<file path="config.mk">
export PLATFORM = sky130hd
export DESIGN_NAME = branch_call_clear_exec
export DESIGN_NICKNAME = d
export VERILOG_FILES = /design/src/design/branch_call_clear_pkg.sv /design/src/design/quarter_phase_gen.sv /design/src/design/branch_call_clear_exec.sv
export SDC_FILE = /design/constraint.sdc
export NUM_CORES = 1
export LEC_CHECK = 0
export BUFFER_PORTS_ARGS = -buffer_cell sky130_fd_sc_hd__buf_2
export CAP_MARGIN = 20
export CORE_MARGIN = 8
export CORE_UTILIZATION = 45
export DETAILED_ROUTE_END_ITERATION = 12
export HOLD_SLACK_MARGIN = 0.03
export MAX_ROUTING_LAYER = met4
export PLACE_DENSITY = 0.69
export SLEW_MARGIN = 20
export SYNTH_ARGS = -nofsm -noshare
export SYNTH_HDL_FRONTEND = slang
export SYNTH_SLANG_ARGS = --single-unit
</file>
<file path="constraint.sdc">
create_clock -name core_clk -period 3.3 [get_ports core_clk]
set_clock_uncertainty 0.1 [all_clocks]
set_input_delay 0.165 -clock core_clk [delete_from_list [all_inputs] [get_ports core_clk]]
set_output_delay 0.165 -clock core_clk [all_outputs]
set_load 0.01 [all_outputs]
</file>
<file path="src/design/branch_call_clear_pkg.sv">
// Constants, encodings and state types for the branch, call and clear-file decoder.
package branch_call_clear_pkg;

  localparam int WORD_W = 16;
  localparam int PC_W = 21;
  localparam int DATA_W = 8;
  localparam int BANK_W = 4;
  localparam int DADDR_W = 12;
  localparam int TARGET_W = 20;

  // Opcode fields, upper bits of the first instruction word; the call prefix is in the second word
  localparam logic [7:0] OVF_BRANCH_OPCODE = 8'he4;
  localparam logic [7:0] ZERO_BRANCH_OPCODE = 8'he0;
  localparam logic [6:0] CALL_OPCODE = 7'h76;
  localparam logic [3:0] CALL_WORD2_PREFIX = 4'hf;
  localparam logic [6:0] CLEAR_FILE_OPCODE = 7'h35;

  // Field positions and widths within the first and second words
  localparam int OPC8_LSB = 8;
  localparam int OPC7_LSB = 9;
  localparam int FLAG_BIT = 8;
  localparam int PREFIX_LSB = 12;
  localparam int LIT_W = 8;
  localparam int HI_LIT_W = 12;

  // Program counter arithmetic
  localparam logic [PC_W-1:0] BRANCH_BIAS = 21'h000002;
  localparam logic [PC_W-1:0] RETURN_STEP = 21'h000004;

  // Data memory addressing
  localparam logic [DATA_W-1:0] CLEAR_VALUE = 8'h00;
  localparam logic [DATA_W-1:0] INDEXED_LIMIT = 8'h5f;
  localparam logic [DATA_W-1:0] ACCESS_SPLIT = 8'h80;
  localparam logic [BANK_W-1:0] ACCESS_LOW_BANK = 4'h0;
  localparam logic [BANK_W-1:0] ACCESS_HIGH_BANK = 4'hf;

  // Reset values
  localparam logic [WORD_W-1:0] IR_RESET = 16'h0000;
  localparam logic [PC_W-1:0] PC_RESET = 21'h000000;
  localparam logic [DATA_W-1:0] SHADOW_RESET = 8'h00;
  localparam logic [BANK_W-1:0] BANK_RESET = 4'h0;
  localparam logic [DADDR_W-1:0] DADDR_RESET = 12'h000;

  // Quarter phases, Gray coded
  typedef enum logic [1:0] {
    PH_Q1 = 2'b00,
    PH_Q2 = 2'b01,
    PH_Q3 = 2'b11,
    PH_Q4 = 2'b10
  } phase_t;

  // Instruction cycle kind
  typedef enum logic {
    ST_EXEC = 1'b0,
    ST_NOP = 1'b1
  } cycle_t;

endpackage

</file>
<file path="src/design/quarter_phase_gen.sv">
// Divides the core clock into four quarter phases per instruction cycle.
`timescale 1ns/1ps
module quarter_phase_gen
  import branch_call_clear_pkg::*;
(
  // Clock and reset
  input wire logic core_clk,
  input wire logic sys_rst,
  // Phase
  output phase_t phase
);

  typedef struct packed {
    phase_t ph;
  } qstate_t;

  qstate_t s_q;
  qstate_t s_d;

  always_comb begin
    s_d = s_q;
    unique case (s_q.ph)
      PH_Q1: s_d.ph = PH_Q2;
      PH_Q2: s_d.ph = PH_Q3;
      PH_Q3: s_d.ph = PH_Q4;
      PH_Q4: s_d.ph = PH_Q1;
    endcase
  end

  always_ff @(posedge core_clk) begin
    if (sys_rst) begin
      s_q <= '{ph: PH_Q1};
    end else begin
      s_q <= s_d;
    end
  end

  assign phase = s_q.ph;

endmodule

</file>
<file path="src/design/branch_call_clear_exec.sv">
// Decode and execution of branch on overflow/zero, absolute call and clear-file.
// Notes on behaviour
// RULE1: Branch-on-overflow is one word, fixed upper byte, signed 8-bit offset below.
// RULE2: Overflow set: program counter becomes PC plus 2 plus twice signed offset.
// RULE3: Branch-on-zero is one word; zero set branches to PC plus 2 plus 2n.
// RULE4: Untaken branch takes one cycle; taken takes two, second cycle idle.
// RULE5: Branch phases: decode, read offset, process, then PC write or idle.
// RULE6: Call is two words: opcode, save bit, target low; prefix, target high.
// RULE7: Call pushes the address after the call, PC plus 4, onto return stack.
// RULE8: Save bit set copies working, flags, bank select into shadows; else unchanged.
// RULE9: The 20-bit call target loads program counter bits 20 down to 1.
// RULE10: Call takes two cycles: push in third quarter, PC write in fourth.
// RULE11: Clear-file writes zero into the addressed register and sets the zero flag.
// RULE12: Clear-file is one word: 7-bit opcode, bank bit, 8-bit address, one cycle.
// RULE13: Clear-file with bank bit 0 selects the access bank.
// RULE14: Clear-file with bank bit 1 uses the bank select register.
// RULE15: Extended set, bank bit 0, address up to 95: indexed literal offset.
// RULE16: Branches and calls leave every arithmetic status flag unchanged.
// RULE17: Clear-file reads in second quarter, processes third, writes in fourth.
`timescale 1ns/1ps
module branch_call_clear_exec
  import branch_call_clear_pkg::*;
(
  // Clock and reset
  input wire logic core_clk,
  input wire logic sys_rst,
  // Program memory and program counter
  input wire logic [WORD_W-1:0] prog_word,
  input wire logic [PC_W-1:0] pc_in,
  output logic pc_wr,
  output logic [PC_W-1:0] pc_wr_data,
  // Return stack
  output logic stack_push,
  output logic [PC_W-1:0] return_stack_top,
  // Core registers and flags
  input wire logic overflow_flag,
  input wire logic zero_flag,
  input wire logic [DATA_W-1:0] working_reg,
  input wire logic [DATA_W-1:0] flags_reg,
  input wire logic [BANK_W-1:0] bank_select_reg,
  input wire logic ext_set_en,
  input wire logic [DADDR_W-1:0] index_base,
  output logic zero_set,
  // Shadow copies
  output logic [DATA_W-1:0] working_shadow,
  output logic [DATA_W-1:0] flags_shadow,
  output logic [BANK_W-1:0] bank_select_shadow,
  // Data memory
  output logic dmem_rd,
  output logic dmem_wr,
  output logic [DADDR_W-1:0] dmem_addr,
  output logic [DATA_W-1:0] dmem_wr_data,
  output logic indexed_mode,
  // Cycle status
  output phase_t phase,
  output logic idle_cycle
);

  typedef struct packed {
    cycle_t st;
    logic [WORD_W-1:0] ir;
    logic [PC_W-1:0] pc_base;
    logic taken;
    logic pc_wr;
    logic [PC_W-1:0] pc_val;
    logic push;
    logic [PC_W-1:0] push_val;
    logic [DATA_W-1:0] wreg_copy;
    logic [DATA_W-1:0] fs;
    logic [BANK_W-1:0] bs;
    logic zset;
    logic drd;
    logic dwr;
    logic [DADDR_W-1:0] daddr;
    logic idx;
  } exec_state_t;

  exec_state_t s_q;
  exec_state_t s_d;

  quarter_phase_gen u_phase (
    .core_clk(core_clk),
    .sys_rst(sys_rst),
    .phase(phase)
  );

  logic live;
  logic is_ovf_branch;
  logic is_zero_branch;
  logic is_call;
  logic is_clear_file;
  logic [PC_W-1:0] branch_dest;
  logic [PC_W-1:0] call_dest;
  logic [DATA_W-1:0] file_addr;

  // Decoding is gated off in the idle second cycle of a two-cycle instruction
  assign live = (s_q.st == ST_EXEC);
  assign is_ovf_branch = live && (s_q.ir[WORD_W-1:OPC8_LSB] == OVF_BRANCH_OPCODE); // [RULE1]
  assign is_zero_branch = live && (s_q.ir[WORD_W-1:OPC8_LSB] == ZERO_BRANCH_OPCODE); // [RULE3]
  assign is_call = live && (s_q.ir[WORD_W-1:OPC7_LSB] == CALL_OPCODE); // [RULE6]
  assign is_clear_file = live && (s_q.ir[WORD_W-1:OPC7_LSB] == CLEAR_FILE_OPCODE); // [RULE12]
  assign file_addr = s_q.ir[LIT_W-1:0];

  // Signed offset doubled and sign extended to the counter width
  assign branch_dest = s_q.pc_base + BRANCH_BIAS +
    {{(PC_W-LIT_W-1){s_q.ir[LIT_W-1]}}, s_q.ir[LIT_W-1:0], 1'b0}; // [RULE2] [RULE3]

  // Second word is on prog_word in the third quarter; its prefix is not checked
  assign call_dest = {prog_word[HI_LIT_W-1:0], s_q.ir[LIT_W-1:0], 1'b0}; // [RULE6] [RULE9]

  always_comb begin
    s_d = s_q;
    s_d.pc_wr = 1'b0;
    s_d.push = 1'b0;
    s_d.zset = 1'b0;
    s_d.drd = 1'b0;
    s_d.dwr = 1'b0;
    unique case (phase)
      PH_Q1: begin
        // Decode; the address is formed here so the read in Q2 can use it
        s_d.pc_base = pc_in;
        s_d.taken = 1'b0;
        if (is_clear_file) begin
          s_d.drd = 1'b1; // [RULE17]
          if (!s_q.ir[FLAG_BIT] && ext_set_en && (file_addr <= INDEXED_LIMIT)) begin
            s_d.idx = 1'b1;
            s_d.daddr = index_base + {{(DADDR_W-DATA_W){1'b0}}, file_addr}; // [RULE15]
          end else if (!s_q.ir[FLAG_BIT]) begin
            s_d.idx = 1'b0;
            s_d.daddr = (file_addr < ACCESS_SPLIT) ? {ACCESS_LOW_BANK, file_addr} :
              {ACCESS_HIGH_BANK, file_addr}; // [RULE13]
          end else begin
            s_d.idx = 1'b0;
            s_d.daddr = {bank_select_reg, file_addr}; // [RULE14]
          end
        end
      end
      PH_Q2: begin
        // Offset literal is read; the condition is sampled for processing
        if ((is_ovf_branch && overflow_flag) || (is_zero_branch && zero_flag)) begin
          s_d.taken = 1'b1; // [RULE2] [RULE3]
        end
        if (is_call) begin
          s_d.taken = 1'b1;
          s_d.push = 1'b1; // [RULE10]
          s_d.push_val = s_q.pc_base + RETURN_STEP; // [RULE7]
          if (s_q.ir[FLAG_BIT]) begin
            s_d.wreg_copy = working_reg; // [RULE8]
            s_d.fs = flags_reg; // [RULE8]
            s_d.bs = bank_select_reg; // [RULE8]
          end
        end
      end
      PH_Q3: begin
        if (is_call) begin
          s_d.pc_wr = 1'b1; // [RULE10]
          s_d.pc_val = call_dest; // [RULE9]
        end else if ((is_ovf_branch || is_zero_branch) && s_q.taken) begin
          s_d.pc_wr = 1'b1; // [RULE5]
          s_d.pc_val = branch_dest;
        end
        if (is_clear_file) begin
          s_d.dwr = 1'b1; // [RULE17]
          s_d.zset = 1'b1; // [RULE11]
        end
      end
      PH_Q4: begin
        // Next word is latched; a taken branch or a call idles one whole cycle
        s_d.ir = prog_word;
        s_d.st = (live && s_q.taken) ? ST_NOP : ST_EXEC; // [RULE4] [RULE10]
        s_d.idx = 1'b0;
      end
    endcase
  end

  always_ff @(posedge core_clk) begin
    if (sys_rst) begin
      s_q <= '{st: ST_EXEC, ir: IR_RESET, pc_base: PC_RESET, taken: 1'b0,
        pc_wr: 1'b0, pc_val: PC_RESET, push: 1'b0, push_val: PC_RESET,
        wreg_copy: SHADOW_RESET, fs: SHADOW_RESET, bs: BANK_RESET, zset: 1'b0,
        drd: 1'b0, dwr: 1'b0, daddr: DADDR_RESET, idx: 1'b0};
    end else begin
      s_q <= s_d;
    end
  end

  assign pc_wr = s_q.pc_wr;
  assign pc_wr_data = s_q.pc_val;
  assign stack_push = s_q.push;
  assign return_stack_top = s_q.push_val;
  // Only clear-file touches a flag; branches and calls drive no flag write
  assign zero_set = s_q.zset; // [RULE16]
  assign working_shadow = s_q.wreg_copy;
  assign flags_shadow = s_q.fs;
  assign bank_select_shadow = s_q.bs;
  assign dmem_rd = s_q.drd;
  assign dmem_wr = s_q.dwr;
  assign dmem_addr = s_q.daddr;
  assign dmem_wr_data = CLEAR_VALUE; // [RULE11]
  assign indexed_mode = s_q.idx;
  assign idle_cycle = (s_q.st == ST_NOP);
endmodule

</file>
Word level (Yosys, flattened, before mapping). Index checks and enable logic that the tools add are counted.

Flip-flop bits (word level): 120. Latch bits: 0. Bits in writable memories: 0. Memory bits (read-only): 0. Input bits: 74. Word-level logic and storage cells: 76. Memories kept: 0.

Add/sub/neg operators: 4. Multiply operators: 0. Divide/modulo/power cells: 0. Magnitude comparators: 2. Equal/unequal tests: 9. Shift-type cells: 0. Multiplexer cells: 15. Bitwise gates (word level): 4. Reduce and logical (&&, ||, !) cells: 26.

Operators by type and width (count): two-way mux 22 bit (2); two-way mux 42 bit (1); two-way mux 13 bit (2); adder 21 x 2 -> 21 bit, second input constant (1); adder 21 bit (1); adder 21 x 3 -> 21 bit, second input constant (1); two-way mux 20 bit (1); == test 8 bit, second input constant (2); adder 12 x 8 -> 12 bit (1); two-way mux 12 bit (1); logical AND 1 bit (10); AND reduction 2 bit (5); <= comparator 8 x 7 -> 1 bit, second input constant (1); less-than comparator 8 bit, second input constant (1); case mux 2 bit (4 select lines) (1); == test 7 x 6 -> 1 bit, second input constant (1); == test 7 bit, second input constant (1); nonzero test 2 bit (3); OR reduction 2 bit (3); two-way mux 1 bit (5); == test 2 bit, second input constant (2); NOT 1 bit (4); case mux 1 bit (2 select lines) (2); inequality test 3 bit, second input constant (1); 6 further kinds (7).

Longest topological paths before layout.
Depth after elaboration: 7. Mapped depth: 12. Gate-level depth less buffers: 12.

Hierarchy. From an unflattened synthesis, not the netlist that was laid out.

Cells, all modules: 861. Area, all modules: 6962.9 sq um.

Modules (own cells, without submodules): branch_call_clear_exec (instances 1, cells an instance 857, area an instance 6912.9 sq um, sequential area each 2362.3 sq um); quarter_phase_gen (instances 1, cells an instance 4, area an instance 50.0 sq um, sequential area each 40.0 sq um).

Worst setup path after synthesis. Ideal clock, no wire load.

Path kind: register to register. From: reg s_q (netlist bit call_dest[8]). To: reg s_q (netlist bit pc_wr_data[19]). Library setup time: 0.122 ns. Arrival: 2.669 ns. Data required time: 3.078 ns. Path slack: 0.409 ns. Stages on the path, launching flop included: 10. Path buffers: 0. Clock period less this slack: 2.891 ns. Cells stage by stage: dfxtp_1 -> ha_1 -> ha_1 -> a2111oi_2 -> o21ai_1 -> a41oi_2 -> o211ai_1 -> xor2_1 -> a221oi_1 -> nor2_1.

Cells in the longest elaborated chain, start to end: 3.

RTL lines: from (decl) (RTL line branch_call_clear_exec.sv:78) `exec_state_t s_q;`; from (signal assigned) (RTL line branch_call_clear_exec.sv:178) `s_q <= '{st: ST_EXEC, ir: IR_RESET, pc_base: PC_RESET, taken: 1'b0,`; adder 21 bit (RTL line branch_call_clear_exec.sv:105) `assign branch_dest = s_q.pc_base + BRANCH_BIAS +`; two-way mux 22 bit (RTL line branch_call_clear_exec.sv:158) `end else if ((is_ovf_branch || is_zero_branch) && s_q.taken) begin`; two-way mux 22 bit (RTL line branch_call_clear_exec.sv:155) `if (is_call) begin`.

No other way between the ends. The select of a mux whose other input is x is not followed. A chain may end at the register's enable or synchronous reset.

Worst setup path after layout.
From: reg s_q[83] (netlist bit). To: reg s_q (netlist bit pc_wr_data[18]).

Cells in the longest elaborated chain, start to end: 4.

RTL lines (RTL line): adder 21 x 2 -> 21 bit (branch_call_clear_exec.sv:105); adder 21 bit (branch_call_clear_exec.sv:105); two-way mux 22 bit (branch_call_clear_exec.sv:158); two-way mux 22 bit (branch_call_clear_exec.sv:155).

No other way between the ends. The select of a mux whose other input is x is not followed.

==> flow_metrics.env <==
export IMPL_combinationalPowerShare_pct=10.5
export IMPL_finalHoldViolations=0
export IMPL_post_route_period_util_pct=86.65
export IMPL_p_sw_w=0.001001
export IMPL_rows=45
export IMPL_avgViaCountPerCell=5.257
export IMPL_worst_r2r_endpoint="pc_wr_data[18]$_SDFFE_PP0P_"
export IMPL_antenna_left=0
export IMPL_cts_tree="done"
export IMPL_p_clk_share_pct=49.0
export IMPL_die_w_um=140.5
export IMPL_grt_max_degree=58
export IMPL_status="finished clean"
export IMPL_syn2layout_area_growth_pct=21.26
export IMPL_start_kind="flip-flop"
export IMPL_p_leak_nw=3.744
export IMPL_syn_area_sq_um=6974
export IMPL_slew_viol_final=0
export IMPL_finalSetupTns_ns=0
export IMPL_synthArstFlopShare_pct=0
export IMPL_clock_sinks=120
export IMPL_cts_buffers=17
export IMPL_synth_top_cell_by_area="dfxtp_1"
export IMPL_reg2reg_slack_ns=0.44
export IMPL_grt_overflow=0
export IMPL_setup_viol=0
export IMPL_place_gp_congestion=0.9105
export IMPL_nNetsFinal=1122
export IMPL_die_h_um=140.5
export IMPL_rsz0062_at_grt="no"
export IMPL_tightest_slew_ns=0.8769
export IMPL_pin_count=165
export IMPL_p_seq_share_pct=40.5
export IMPL_cp_endpoint="pc_wr_data[18]$_SDFFE_PP0P_"
export IMPL_arrival_ns=3.08
export IMPL_grt_pass1_vias=6131
export IMPL_yosysWarnings=0
export IMPL_path_max_fanout=7
export IMPL_holdCritPathClass="input pin to flip-flop"
export IMPL_n_antenna_cell=0
export IMPL_ir_drop_mv=0.3352
export IMPL_end_kind="flip-flop"
export IMPL_ff2ff_path_depth=10
export IMPL_drc_errors=0
export IMPL_io_buffers=156
export IMPL_clk_latency_ns=0.42
export IMPL_n_fill_cell=1416
export IMPL_timing_rr_start="s_q[83]$_SDFFE_PP0P_"
export IMPL_multi_input_area_sq_um=3706
export IMPL_synthFlopType="dfxtp_1"
export IMPL_drive_above_1_share_pct=20.83
export IMPL_required_ns=3.52
export IMPL_synth_area_leaders="dfxtp_1, buf_4, ha_1, nand2_1, a21oi_1"
export IMPL_clkTransAtPathRegs_ns=0.06
export IMPL_synth_top_area_share_pct=34.45
export IMPL_num_vias=6314
export IMPL_cts_buffer_depth=2
export IMPL_ys_ff_latch=120
export IMPL_grtUsageTotal_pct=20.11
export IMPL_drt_pass1_iter_count=4
export IMPL_maxClockFrequency_mhz=349.7
export IMPL_holdWs_ns=0.07757
export IMPL_die_area_sq_um=19740
export IMPL_drt_iter0_drc=342
export IMPL_synth_edf_count=0
export IMPL_detailed_place_hpwl_um=13990
export IMPL_synth_cells=879
export IMPL_seq_area_sq_um=2402
export IMPL_relSlewSlack_pct=41.54
export IMPL_p_per_area_nw_per_um2=443.6
export IMPL_start_util_pct=45.88
export IMPL_cts_root_buf="clkbuf_16"
export IMPL_grt_pass1_wl_um=31170
export IMPL_synth_seq_area_share_pct=34.45
export IMPL_drv_cap=0
export IMPL_swShare_pct=26.68
export IMPL_grt_antenna_before_repair=0
export IMPL_postCtsSetupRepairBufs=0
export IMPL_ys_types=60
export IMPL_cts_resized_gates=0
export IMPL_internal_power_w=0.002750
export IMPL_critPathKind="flip-flop to flip-flop"
export IMPL_htree_num_levels=4
export IMPL_wl_per_cell_um=16.04
export IMPL_synth_avg_cell_area_sq_um=7.934
export IMPL_routed_wl_um=19270
export IMPL_startpoint="s_q[83]$_SDFFE_PP0P_"
export IMPL_finalCriticalPeriod_ns=2.859
export IMPL_core_area_sq_um=15200
==> sequential cells by signal, summed over array words and instances, names as in the netlist <==
register,count
indexed_mode,1
dmem_wr,1
stack_push,1
pc_wr,1
call_dest,8
dmem_addr,12
return_stack_top,21
s_q,30
idle_cycle,1
u_phase.phase,2
flags_shadow,8
working_shadow,8
dmem_rd,1
bank_select_shadow,4
pc_wr_data,21
==> stage by stage <==
step                std cells  setup slack [ns]  cell area [sq um]  util (%)  total power [W]
floorplan                 886            0.4089               7000         -         0.001769
global placement         1110            0.4912               7277     47.87         0.001882
detailed placement       1110            0.4828               7277     47.87         0.001885
CTS                      1201            0.4526               8457     55.63         0.003774
global route             1201            0.2520               8457     55.63         0.003884
finish                   1201            0.4407               8457     55.63         0.003751
==> layout make-up <==
cell class | instances | share of cell area [%]
Timing Repair Buffer | 227 | 17.31
Multi-Input combinational cell | 618 | 43.82
Sequential cell | 120 | 28.41
Inverter | 16 | 0.7102
Clock inverter | 13 | 1.613
Tap cell | 188 | 2.781
Clock buffer | 19 | 5.356
==> power groups by stage <==
stage          clock network, W  registers, W  logic (W)
3_5_place_dp                  0       0.00155   0.000335
2_1_floorplan                 0       0.00154   0.000234
5_1_grt                 0.00193       0.00152   0.000436
3_3_place_gp                  0       0.00155   0.000333
6_report                0.00184       0.00152   0.000393
4_1_cts                 0.00186       0.00152   0.000392
==> logic make-up (layout without fill, tap and decap cells) <==
group                      after synthesis  count (layout)  share of synthesized area (%)
xor gates and xnor gates                40              40                          5.023
other                                    1               8                        0.05377
AOI/OAI and AO/OA                      207             207                          18.53
DFF                                    120             120                          34.45
muxes                                    9               9                          1.292
and+or+nand+nor                        306             306                          19.03
buffers and inverters                  148             275                          12.79
adders and majority gates               48              48                          8.827
==> metal layers <==
layer | track usage [%] | up-vias | wire [um]
met5 | - | - | 0
met4 | 6.165 | 0 | 306
met3 | 5.199 | 26 | 1214
met2 | 32.79 | 182 | 9123
met1 | 23.97 | 2912 | 8625
li1 | - | 3194 | -
==> worst min-delay path by stage <==
stage,startpoint,to,depth (start not counted)
4_1_cts,index_base[9],dmem_addr[9]$_SDFFE_PP0P_,4
6_report,index_base[9],dmem_addr[9]$_SDFFE_PP0P_,4
3_3_place_gp,pc_in[13],s_q[94]$_SDFFE_PP0P_,3
5_1_grt,index_base[9],dmem_addr[9]$_SDFFE_PP0P_,4
3_5_place_dp,pc_in[13],s_q[94]$_SDFFE_PP0P_,3
2_1_floorplan,prog_word[12],s_q[114]$_SDFFE_PP0P_,2
==> timing repair <==
item | 4_1_cts | 5_1_grt
setup endpoints to repair | 0 | 0
hold buffers | 59 | 0
hold endpoints to repair | 71 | 0
==> Yosys cell counts (all sizes together) (3+ instances only) <==
cell,n
dfxtp,120
nor2,79
o21ai,35
xor2,18
or3,3
nor2b,4
clkbuf,34
o21a,3
nand2b,4
and3,5
o211ai,4
nand2,149
nand3,18
a31oi,9
o21bai,3
ha,46
a21o,11
mux2i,9
nand4,6
buf,98
a21oi,91
a221oi,15
xnor2,22
inv,16
a211oi,23
nor3,22
==> cells in the final DEF (no fill, tap or decap), types with 3 or more instances in the layout <==
cell type        n
nand2b_1         4
nor2b_1          4
nand4_1          6
buf_4           13
nand3_1         17
xnor2_1         22
nand2_1        149
buf_2          155
a221oi_1        15
clkinvlp_4       3
clkinv_4         4
o211ai_1         4
nor3_1          22
a21o_1          11
xor2_1          18
nor2_1          78
conb_1           8
o21a_1           3
o21bai_1         3
ha_1            46
mux2i_1          9
a21oi_1         90
a31oi_1          9
or3_1            3
dfxtp_1        120
dlygate4sd3_1   59
inv_6            3
a211oi_1        22
clkbuf_16       17
and3_1           5
o21ai_0         33
inv_1           16
==> worst max-delay path: stages, from the launching register on <==
cell,delay (ns)
dfxtp_1,0.46
ha_1,0.29
ha_1,0.24
fa_1,0.41
a21oi_1,0.20
nand4b_1,0.16
a21oi_1,0.12
o21ai_0,0.22
a32oi_1,0.14
xnor2_1,0.18
o41ai_1,0.23
Power figures use the tool's default switching activity.
